`config.mk`:
```
export PLATFORM = sky130hd
export DESIGN_NAME = pait_timer
export DESIGN_NICKNAME = d
export VERILOG_FILES = /design/src/hdl/pait_sync.v /design/src/hdl/pait_prescaler.v /design/src/hdl/pait_timer.v
export VERILOG_INCLUDE_DIRS = /design/src /design/src/shared
export SDC_FILE = /design/constraint.sdc
export NUM_CORES = 1
export LEC_CHECK = 0
export BUFFER_PORTS_ARGS = -buffer_cell sky130_fd_sc_hd__buf_2
export CAP_MARGIN = 20
export CORE_ASPECT_RATIO = 0.8
export CORE_UTILIZATION = 47
export DETAILED_ROUTE_END_ITERATION = 12
export PLACE_DENSITY_LB_ADDON = 0.12
export SLEW_MARGIN = 40
export SYNTH_ARGS = -nofsm -noshare
export SYNTH_HDL_FRONTEND = slang
export SYNTH_SLANG_ARGS = --single-unit
```
`constraint.sdc`:
```
create_clock -name ref_clk -period 2.33 [get_ports ref_clk]
set_input_delay 0.233 -clock ref_clk [delete_from_list [all_inputs] [get_ports ref_clk]]
set_output_delay 0.233 -clock ref_clk [all_outputs]
set_load 0.01 [all_outputs]
```
`src/shared/pait_regs.vh`:
```
// Notes on behaviour
// - system-clock prescaler is 13-bit binary counter, advancing once per system clock.
// - chip reset clears system-clock prescaler; counting starts on return to active.
// - in standby, watch or subactive, system-clock prescaler halts and reads zero.
// - system-clock prescaler has no software-visible register location.
// - system-clock taps shared by several consumers, each selecting its own ratio.
// - subclock prescaler is 5-bit counter advanced by subclock edges.
// - chip reset clears subclock prescaler; counting starts on return to active.
// - subclock prescaler keeps counting in low-power states while subclock runs.
// - writing ones to source-select and top clock-select bits resets subclock prescaler.
// - subclock prescaler can drive the 8-bit timer as a time base.
// - timer is 8-bit counter, interval timer when fed from system-clock prescaler.
// - interval mode taps divide by 8192,4096,2048,512,256,128,32,8.
// - time-base mode gives 2 s, 1 s, 0.5 s, 125 ms overflow periods.
// - counter overflow raises an interrupt request.
// - mode bit 3 clear selects system-clock prescaler, set selects subclock prescaler.
// - time-base period bits 00=2 s, 01=1 s, 10=0.5 s, 11=125 ms.
// - count past all ones wraps to zero, sets request flag; interrupt needs enable.
// - both upper mode bits set hold subclock prescaler and counter cleared, stopped.
`ifndef PAIT_REGS_VH
`define PAIT_REGS_VH

// ----------------------------------------------------------------
// register indices, byte address is four times the index
// ----------------------------------------------------------------
`define PAIT_IDX_MODE        16'hffc0
`define PAIT_IDX_COUNT       16'hffc1
`define PAIT_IDX_STATUS      16'hffc2
`define PAIT_IDX_MASK        16'hffc3

// ----------------------------------------------------------------
// reset values
// ----------------------------------------------------------------
`define PAIT_RST_MODE        8'hf0
`define PAIT_RST_COUNT       8'h00
`define PAIT_RST_STATUS      8'h00
`define PAIT_RST_MASK        8'h00
`define PAIT_MODE_RSVD_ONES  8'hf0

// ----------------------------------------------------------------
// field positions
// ----------------------------------------------------------------
`define PAIT_SOURCE_SELECT_BIT     3
`define PAIT_CLOCK_SELECT_HIGH_BIT 2
`define PAIT_PERIOD_SELECT_HI      1
`define PAIT_PERIOD_SELECT_LO      0
`define PAIT_OVERFLOW_BIT          0

// ----------------------------------------------------------------
// tap indices, tap i pulses once every 2**(i+1) advances
// ----------------------------------------------------------------
`define PAIT_PSS_TAP_DIV8192 4'hc
`define PAIT_PSS_TAP_DIV4096 4'hb
`define PAIT_PSS_TAP_DIV2048 4'ha
`define PAIT_PSS_TAP_DIV512  4'h8
`define PAIT_PSS_TAP_DIV256  4'h7
`define PAIT_PSS_TAP_DIV128  4'h6
`define PAIT_PSS_TAP_DIV32   4'h4
`define PAIT_PSS_TAP_DIV8    4'h2
`define PAIT_PSW_TAP_2S      3'h4
`define PAIT_PSW_TAP_1S      3'h3
`define PAIT_PSW_TAP_500MS   3'h2
`define PAIT_PSW_TAP_125MS   3'h0

`endif

```
`src/hdl/pait_sync.v`:
```
`timescale 1ns/1ps
`default_nettype none

// ----------------------------------------------------------------
// two-stage synchroniser for a level from outside the clock domain
// ----------------------------------------------------------------
module pait_sync (
    input  wire ref_clk,
    input  wire nrst,
    input  wire async_in,
    output wire sync_out
);

    reg stage_one;
    reg stage_two;

    always @(posedge ref_clk or negedge nrst) begin
        if (!nrst) begin
            stage_one <= 1'b0;
            stage_two <= 1'b0;
        end else begin
            stage_one <= async_in;
            stage_two <= stage_one;
        end
    end

    assign sync_out = stage_two;

endmodule

`default_nettype wire

```
`src/hdl/pait_prescaler.v`:
```
`timescale 1ns/1ps
`default_nettype none

// ----------------------------------------------------------------
// free-running binary prescaler with per-bit tap pulses
// ----------------------------------------------------------------
module pait_prescaler #(
    parameter WIDTH = 13
) (
    input  wire             ref_clk,
    input  wire             nrst,
    input  wire             advance,
    input  wire             clear,
    output reg  [WIDTH-1:0] count,
    output wire [WIDTH-1:0] tap_pulse
);

    // clear beats advance so a held clear keeps the count at zero
    always @(posedge ref_clk or negedge nrst) begin
        if (!nrst) begin
            count <= {WIDTH{1'b0}};
        end else if (clear) begin
            count <= {WIDTH{1'b0}};
        end else if (advance) begin
            count <= count + {{(WIDTH-1){1'b0}}, 1'b1};
        end
    end

    // tap i carries out of bit i: one pulse per 2**(i+1) advances
    genvar i;
    generate
        for (i = 0; i < WIDTH; i = i + 1) begin : g_tap
            assign tap_pulse[i] = advance & ~clear & (&count[i:0]);
        end
    endgenerate

endmodule

`default_nettype wire

```
`src/hdl/pait_timer.v`:
```
// The implementer's own choice: the AHB-Lite slave port.
`timescale 1ns/1ps
`default_nettype none

`include "pait_regs.vh"

// ----------------------------------------------------------------
// prescalers and 8-bit interval / time-base timer, ahb-lite slave
// ----------------------------------------------------------------
module pait_timer #(
    parameter HADDR_W = 18,
    parameter PSS_W   = 13,
    parameter PSW_W   = 5,
    parameter CNT_W   = 8
) (
    input  wire               ref_clk,
    input  wire               nrst,
    input  wire               hsel,
    input  wire [HADDR_W-1:0] haddr,
    input  wire [1:0]         htrans,
    input  wire               hwrite,
    input  wire [2:0]         hsize,
    input  wire [31:0]        hwdata,
    input  wire               hready,
    output wire               hreadyout,
    output wire               hresp,
    output reg  [31:0]        hrdata,
    input  wire               low_power_mode,
    input  wire               subclk,
    output wire [PSS_W-1:0]   sysclk_taps,
    output wire [PSW_W-1:0]   subclk_taps,
    output reg                timer_overflow,
    output wire               overflow_request_flag,
    output wire               irq
);

    // ----------------------------------------------------------------
    // declarations
    // ----------------------------------------------------------------
    reg  [3:0]       timer_mode_select;
    reg  [CNT_W-1:0] timer_count_value;
    reg  [7:0]       irq_status;
    reg  [7:0]       irq_mask;

    reg              dp_active;
    reg              dp_write;
    reg  [15:0]      dp_index;

    reg              subclk_prev;
    wire             subclk_sync;
    wire             subclk_edge;

    wire [PSS_W-1:0] pss_count;
    wire [PSS_W-1:0] pss_taps;
    wire [PSW_W-1:0] psw_count;
    wire [PSW_W-1:0] psw_taps;

    wire             source_select_bit;
    wire             clock_select_high_bit;
    wire             period_select_hi;
    wire             period_select_lo;
    wire             init_hold;

    reg  [3:0]       pss_tap_sel;
    reg  [2:0]       psw_tap_sel;
    wire             count_tick;
    wire             overflow_event;

    wire             addr_phase;
    wire [15:0]      ap_index;
    wire             wr_mode;
    wire             wr_status;
    wire             wr_mask;
    reg  [31:0]      next_rdata;
    reg  [3:0]       next_mode;
    wire [7:0]       status_clear;
    wire [7:0]       status_set;

    // only the writable low nibble of the reset value is stored
    localparam [7:0] MODE_RST_BYTE = `PAIT_RST_MODE;

    // ----------------------------------------------------------------
    // mode field decode
    // ----------------------------------------------------------------
    assign source_select_bit     = timer_mode_select[`PAIT_SOURCE_SELECT_BIT];
    assign clock_select_high_bit = timer_mode_select[`PAIT_CLOCK_SELECT_HIGH_BIT];
    assign period_select_hi      = timer_mode_select[`PAIT_PERIOD_SELECT_HI];
    assign period_select_lo      = timer_mode_select[`PAIT_PERIOD_SELECT_LO];

    // both upper bits set: initialise and hold
    assign init_hold = source_select_bit & clock_select_high_bit;

    // ----------------------------------------------------------------
    // subclock edge detect
    // ----------------------------------------------------------------
    // subclock is far slower than ref_clk, so a rising edge of the
    // synchronised level marks exactly one subclock cycle
    pait_sync u_subclk_sync (
        .ref_clk  (ref_clk),
        .nrst     (nrst),
        .async_in (subclk),
        .sync_out (subclk_sync)
    );

    always @(posedge ref_clk or negedge nrst) begin
        if (!nrst) begin
            subclk_prev <= 1'b0;
        end else begin
            subclk_prev <= subclk_sync;
        end
    end

    assign subclk_edge = subclk_sync & ~subclk_prev;

    // ----------------------------------------------------------------
    // system-clock prescaler
    // ----------------------------------------------------------------
    // the system clock stands still in low-power states, so the
    // count is held at zero there and restarts when active again
    pait_prescaler #(
        .WIDTH (PSS_W)
    ) u_sysclk_prescaler (
        .ref_clk   (ref_clk),
        .nrst      (nrst),
        .advance   (~low_power_mode),
        .clear     (low_power_mode),
        .count     (pss_count),
        .tap_pulse (pss_taps)
    );

    // count itself is never mapped to the bus; only taps leave
    assign sysclk_taps = pss_taps;

    // ----------------------------------------------------------------
    // subclock prescaler
    // ----------------------------------------------------------------
    // advances in every power state as long as subclock edges arrive
    pait_prescaler #(
        .WIDTH (PSW_W)
    ) u_subclk_prescaler (
        .ref_clk   (ref_clk),
        .nrst      (nrst),
        .advance   (subclk_edge),
        .clear     (init_hold),
        .count     (psw_count),
        .tap_pulse (psw_taps)
    );

    assign subclk_taps = psw_taps;

    // ----------------------------------------------------------------
    // count source selection
    // ----------------------------------------------------------------
    always @* begin
        case ({clock_select_high_bit, period_select_hi, period_select_lo})
            3'h0: pss_tap_sel = `PAIT_PSS_TAP_DIV8192;
            3'h1: pss_tap_sel = `PAIT_PSS_TAP_DIV4096;
            3'h2: pss_tap_sel = `PAIT_PSS_TAP_DIV2048;
            3'h3: pss_tap_sel = `PAIT_PSS_TAP_DIV512;
            3'h4: pss_tap_sel = `PAIT_PSS_TAP_DIV256;
            3'h5: pss_tap_sel = `PAIT_PSS_TAP_DIV128;
            3'h6: pss_tap_sel = `PAIT_PSS_TAP_DIV32;
            3'h7: pss_tap_sel = `PAIT_PSS_TAP_DIV8;
            default: pss_tap_sel = `PAIT_PSS_TAP_DIV8192;
        endcase
    end

    // with a 4096 Hz subclock, 256 counts of these taps give the periods
    always @* begin
        case ({period_select_hi, period_select_lo})
            2'h0: psw_tap_sel = `PAIT_PSW_TAP_2S;
            2'h1: psw_tap_sel = `PAIT_PSW_TAP_1S;
            2'h2: psw_tap_sel = `PAIT_PSW_TAP_500MS;
            2'h3: psw_tap_sel = `PAIT_PSW_TAP_125MS;
            default: psw_tap_sel = `PAIT_PSW_TAP_2S;
        endcase
    end

    // no tick while held; the system-clock side needs no hold because
    // bit 3 clear already leaves the initialise state
    assign count_tick = source_select_bit
                      ? (~init_hold & psw_taps[psw_tap_sel])
                      : pss_taps[pss_tap_sel];

    assign overflow_event = count_tick & (&timer_count_value);

    // ----------------------------------------------------------------
    // 8-bit timer counter
    // ----------------------------------------------------------------
    always @(posedge ref_clk or negedge nrst) begin
        if (!nrst) begin
            timer_count_value <= `PAIT_RST_COUNT;
            timer_overflow    <= 1'b0;
        end else begin
            timer_overflow <= overflow_event;
            if (init_hold) begin
                timer_count_value <= `PAIT_RST_COUNT;
            end else if (count_tick) begin
                // wraps from all ones to zero and keeps counting
                timer_count_value <= timer_count_value + 8'h01;
            end
        end
    end

    // ----------------------------------------------------------------
    // ahb-lite address and data phase
    // ----------------------------------------------------------------
    // always zero wait states; the master idles during a write data
    // phase, so a following read always sees the new value
    assign hreadyout = 1'b1;
    assign hresp     = 1'b0;

    assign addr_phase = hsel & htrans[1] & hready;
    assign ap_index   = haddr[17:2];

    always @(posedge ref_clk or negedge nrst) begin
        if (!nrst) begin
            dp_active <= 1'b0;
            dp_write  <= 1'b0;
            dp_index  <= 16'h0000;
        end else if (hready) begin
            dp_active <= addr_phase;
            dp_write  <= addr_phase & hwrite;
            dp_index  <= ap_index;
        end
    end

    assign wr_mode   = dp_active & dp_write & (dp_index == `PAIT_IDX_MODE);
    assign wr_status = dp_active & dp_write & (dp_index == `PAIT_IDX_STATUS);
    assign wr_mask   = dp_active & dp_write & (dp_index == `PAIT_IDX_MASK);

    // ----------------------------------------------------------------
    // read data, sampled in the address phase
    // ----------------------------------------------------------------
    always @* begin
        next_rdata = 32'h0000_0000;
        case (ap_index)
            `PAIT_IDX_MODE:   next_rdata = {24'h00_0000, `PAIT_MODE_RSVD_ONES | {4'h0, timer_mode_select}};
            `PAIT_IDX_COUNT:  next_rdata = {24'h00_0000, timer_count_value};
            `PAIT_IDX_STATUS: next_rdata = {24'h00_0000, irq_status};
            `PAIT_IDX_MASK:   next_rdata = {24'h00_0000, irq_mask};
            default:          next_rdata = 32'h0000_0000;
        endcase
    end

    always @(posedge ref_clk or negedge nrst) begin
        if (!nrst) begin
            hrdata <= 32'h0000_0000;
        end else if (addr_phase & ~hwrite) begin
            hrdata <= next_rdata;
        end
    end

    // ----------------------------------------------------------------
    // mode register
    // ----------------------------------------------------------------
    // upper nibble is fixed ones and ignores writes
    always @* begin
        next_mode = timer_mode_select;
        if (wr_mode) begin
            next_mode = hwdata[3:0];
        end
    end

    always @(posedge ref_clk or negedge nrst) begin
        if (!nrst) begin
            timer_mode_select <= MODE_RST_BYTE[3:0];
        end else begin
            timer_mode_select <= next_mode;
        end
    end

    // ----------------------------------------------------------------
    // interrupt status and mask
    // ----------------------------------------------------------------
    assign status_clear = wr_status ? hwdata[7:0] : 8'h00;
    assign status_set   = {7'h00, overflow_event};

    // set wins over a write-one clear in the same cycle
    always @(posedge ref_clk or negedge nrst) begin
        if (!nrst) begin
            irq_status <= `PAIT_RST_STATUS;
            irq_mask   <= `PAIT_RST_MASK;
        end else begin
            irq_status <= (irq_status & ~status_clear) | status_set;
            if (wr_mask) begin
                irq_mask <= {7'h00, hwdata[`PAIT_OVERFLOW_BIT]};
            end
        end
    end

    assign overflow_request_flag = irq_status[`PAIT_OVERFLOW_BIT];
    assign irq                   = |(irq_status & irq_mask);

endmodule

`default_nettype wire

```
==> flow_summary.toml <==
[synth]
syn_avg_cell_area_sq_um = 10.3
synth_top_flop_cell = "dfrtp_1"
async_flop_share_pct = 100
yosysTopAreaCellShare_pct = 45.1
synthTopCellsByArea = "dfrtp_1 45%, mux2_2 6.2%, buf_4 5.1%"
ys_types = 57
syn_inst = 370
yosys_warnings = 0
synth_edf_count = 0
synth_area_leader_cell = "dfrtp_1"
synth-seq-area-share_pct = 45.1
mappedNetlistArea_sq_um = 3830
ys_ff_latch = 69

[clock_network]
cts.sinks = 69
max-clock-path-buffers = 2
clk_transition_reported_paths_ns = 0.08
cts_tree = "done"
cts-root-buf = "clkbuf_8"
htreeDepth = 3
cts_buffers = 9
insertion_delay_ns = 0.35

[floorplan]
fp.dieW_um = 103
die_y_um = 82.7
num_io_pins = 117
row_count = 29
start_util_pct = 48.4
die_area_sq_um = 8510
core_area_sq_um = 7910

[flow_run]
drv_cap = 0

[detailed_routing]
post_drt_wl_per_cell_um = 13.9
drt-total-wl_um = 7910
m1WireLength_um = 3930
dr.pass1.iters = 4
top_layer_used = "met4"
wl_met3_um = 311
drtIter0Drc = 115
detail-route-antenna-nets = 0
vias = 2860
route.detailed.drc = 0
wl_met2_um = 3550
via_per_inst = 5.01

[sta]
max_freq_ghz = 0.434
setup_viol = 0
hold_viol = 0
worst_pin_slew_ns = 0.694
worst_slack_ns = 0.0274
rsz0062_at_grt = "yes"
skew_ns = 0.0106
finalMaxSlewViolations = 0
period_needed_ns = 2.30
hold_slack_ns = 0.0582
finalCritPeriodShare_pct = 98.8
slew-limit-headroom_pct = 53.7

[layout]
n_antenna_cell = 0
areaGrowthSynthToFinish_pct = 20.2
fin_util_pct = 58.2
layout_commonest_cell = "dfrtp_1"
final_nets = 533
drive_above_1_share_pct = 34.1
nFillCells = 726
layout_common_cells = "69 x dfrtp_1, 60 x buf_2, 34 x nand2_1"

[worst_setup_path]
start_kind = "flip-flop"
setup.worst_path.end_class = "flip-flop"
critPathKind = "flip-flop to flip-flop"
rr_worst_depth = 9
worst-endpoint-arrival_ns = 2.54
r2r_end = "timer_count_value[7]"
rrSetupSlack_ns = 0.03
required_ns = 2.57
path_max_fanout = 4
r2r_start = "u_sysclk_prescaler.count[1]"

[placement]
dp_hpwl_um = 5650
port_buffers = 60
dp_slack_ns = -0.108
place_congestion = 0.874

[global_route]
grt_pass1_vias = 2609
grt_max_degree = 70
grt_pass1_wl_um = 12500
overflow = 0
grt_use_total_pct = 19.5
antenna_found_initial = 0

[power_and_ir_drop]
leakage_nw = 2.23
peakVddDrop_uv = 291
pwr_density_cell_nw_per_um2 = 561

[hold_path]
holdPathEnd = "irq_status[4]"
min_from = "hwdata[4]"
hold_depth = 2
min_path_type = "input pin to flip-flop"

[status]
status = "complete, no violations"
## flip-flops by register name, summed over array words and instances, names as in the netlist
register                  flops
dp_index                     16
u_sysclk_prescaler.count     13
hrdata                        8
irq_status                    8
timer_count_value             8
u_subclk_prescaler.count      5
timer_mode_select             4
dp_active                     1
dp_write                      1
irq_mask                      1
subclk_prev                   1
timer_overflow                1
u_subclk_sync.stage_one       1
u_subclk_sync.sync_out        1
## critical path, cell delays in order, from the launching register on
cell and delay, ns:
dfrtp_1 0.41, ha_4 0.18, and2_4 0.14, ha_4 0.14
and2b_2 0.21, a21oi_2 0.18, o41ai_4 0.11, a221o_2 0.43
o2111a_1 0.28, mux2i_1 0.12
## worst max path at each step
stage | startpoint | endpoint
floorplan | u_sysclk_prescaler.count[1] | timer_count_value[7]
global placement | u_sysclk_prescaler.count[0] | timer_count_value[0]
detailed placement | u_sysclk_prescaler.count[0] | timer_count_value[1]
CTS | timer_mode_select[0] | timer_count_value[5]
global route | u_sysclk_prescaler.count[3] | timer_count_value[1]
finish | u_sysclk_prescaler.count[1] | timer_count_value[7]
## Yosys cell counts, types with 2 or more instances
cell      count
a21boi_0      8
nor2_1       28
nor3b_1       2
nand3b_1      3
ha_1         13
o21ai_0       5
o31ai_1       7
dfrtp_1      69
nand4_1      10
a21oi_1      17
nor2b_1      10
conb_1        2
and2_1        4
and2_2        2
nand3_1      10
o21ai_2       2
mux2_2       21
mux4_2        2
clkbuf_1     11
and3b_1       2
buf_4        26
xor2_1        8
mux2i_1      17
inv_1        16
nand2b_1      2
and3_1        7
nand4b_1      3
nand2_1      34
## area by class of cell
type	count	area (sq um)	share of cell area (%)
multi-input combinational	269	1940	42.1
timing repair buffer	93	566	12.3
clock inverter	6	47.5	1.03
inverter	16	60.1	1.31
tap	108	135	2.94
clock buffer	10	128	2.77
sequential	69	1730	37.5
## metal layers
metal	up-vias	track usage, %
met1	1364	26.7
met3	9	5.56
met5	-	0
li1	1420	-
met4	0	6.06
met2	67	29.8
## per-stage QoR
step | std cells | cell area (sq um) | TNS (ns) | total power [mW]
after floorplan | 394 | 3920 | 0 | 1.60
after global placement | 549 | 4310 | -0.134 | 1.70
after CTS | 568 | 4530 | 0 | 2.61
after global routing | 571 | 4600 | -0.359 | 2.73
after detailed placement | 549 | 4310 | -0.396 | 1.71
final | 571 | 4600 | 0 | 2.58
## power by group
group | leakage [nW] | total (mW) | internal (mW) | switching [mW]
Clock | 0.0755 | 0.887 | 0.393 | 0.493
Combinational | 1.25 | 0.363 | 0.169 | 0.194
Sequential | 0.898 | 1.33 | 1.27 | 0.0641
Total | 2.23 | 2.58 | 1.83 | 0.751
## timing repair
action,in CTS,in global routing
setup buffers,1,3
gates resized for setup,5,12
setup endpoints to repair,7,10
endpoints found under the hold margin,70,0
pin swaps,3,3
cloned,0,0
hold buffers,2,0
## cell families (layout without fill, tap and decap cells)
kind of cell    Yosys count  in the layout  share of synthesized area [%]
simple gates            129            129                           18.0
flops                    69             69                           45.1
buf+inv                  56            125                           8.53
compound gates           52             52                           10.0
mux                      40             40                           11.8
fa+ha+maj                13             13                           4.25
xor+xnor                  9              9                           2.06
other cells               2             26                          0.196
Power figures use the tool's default switching activity.
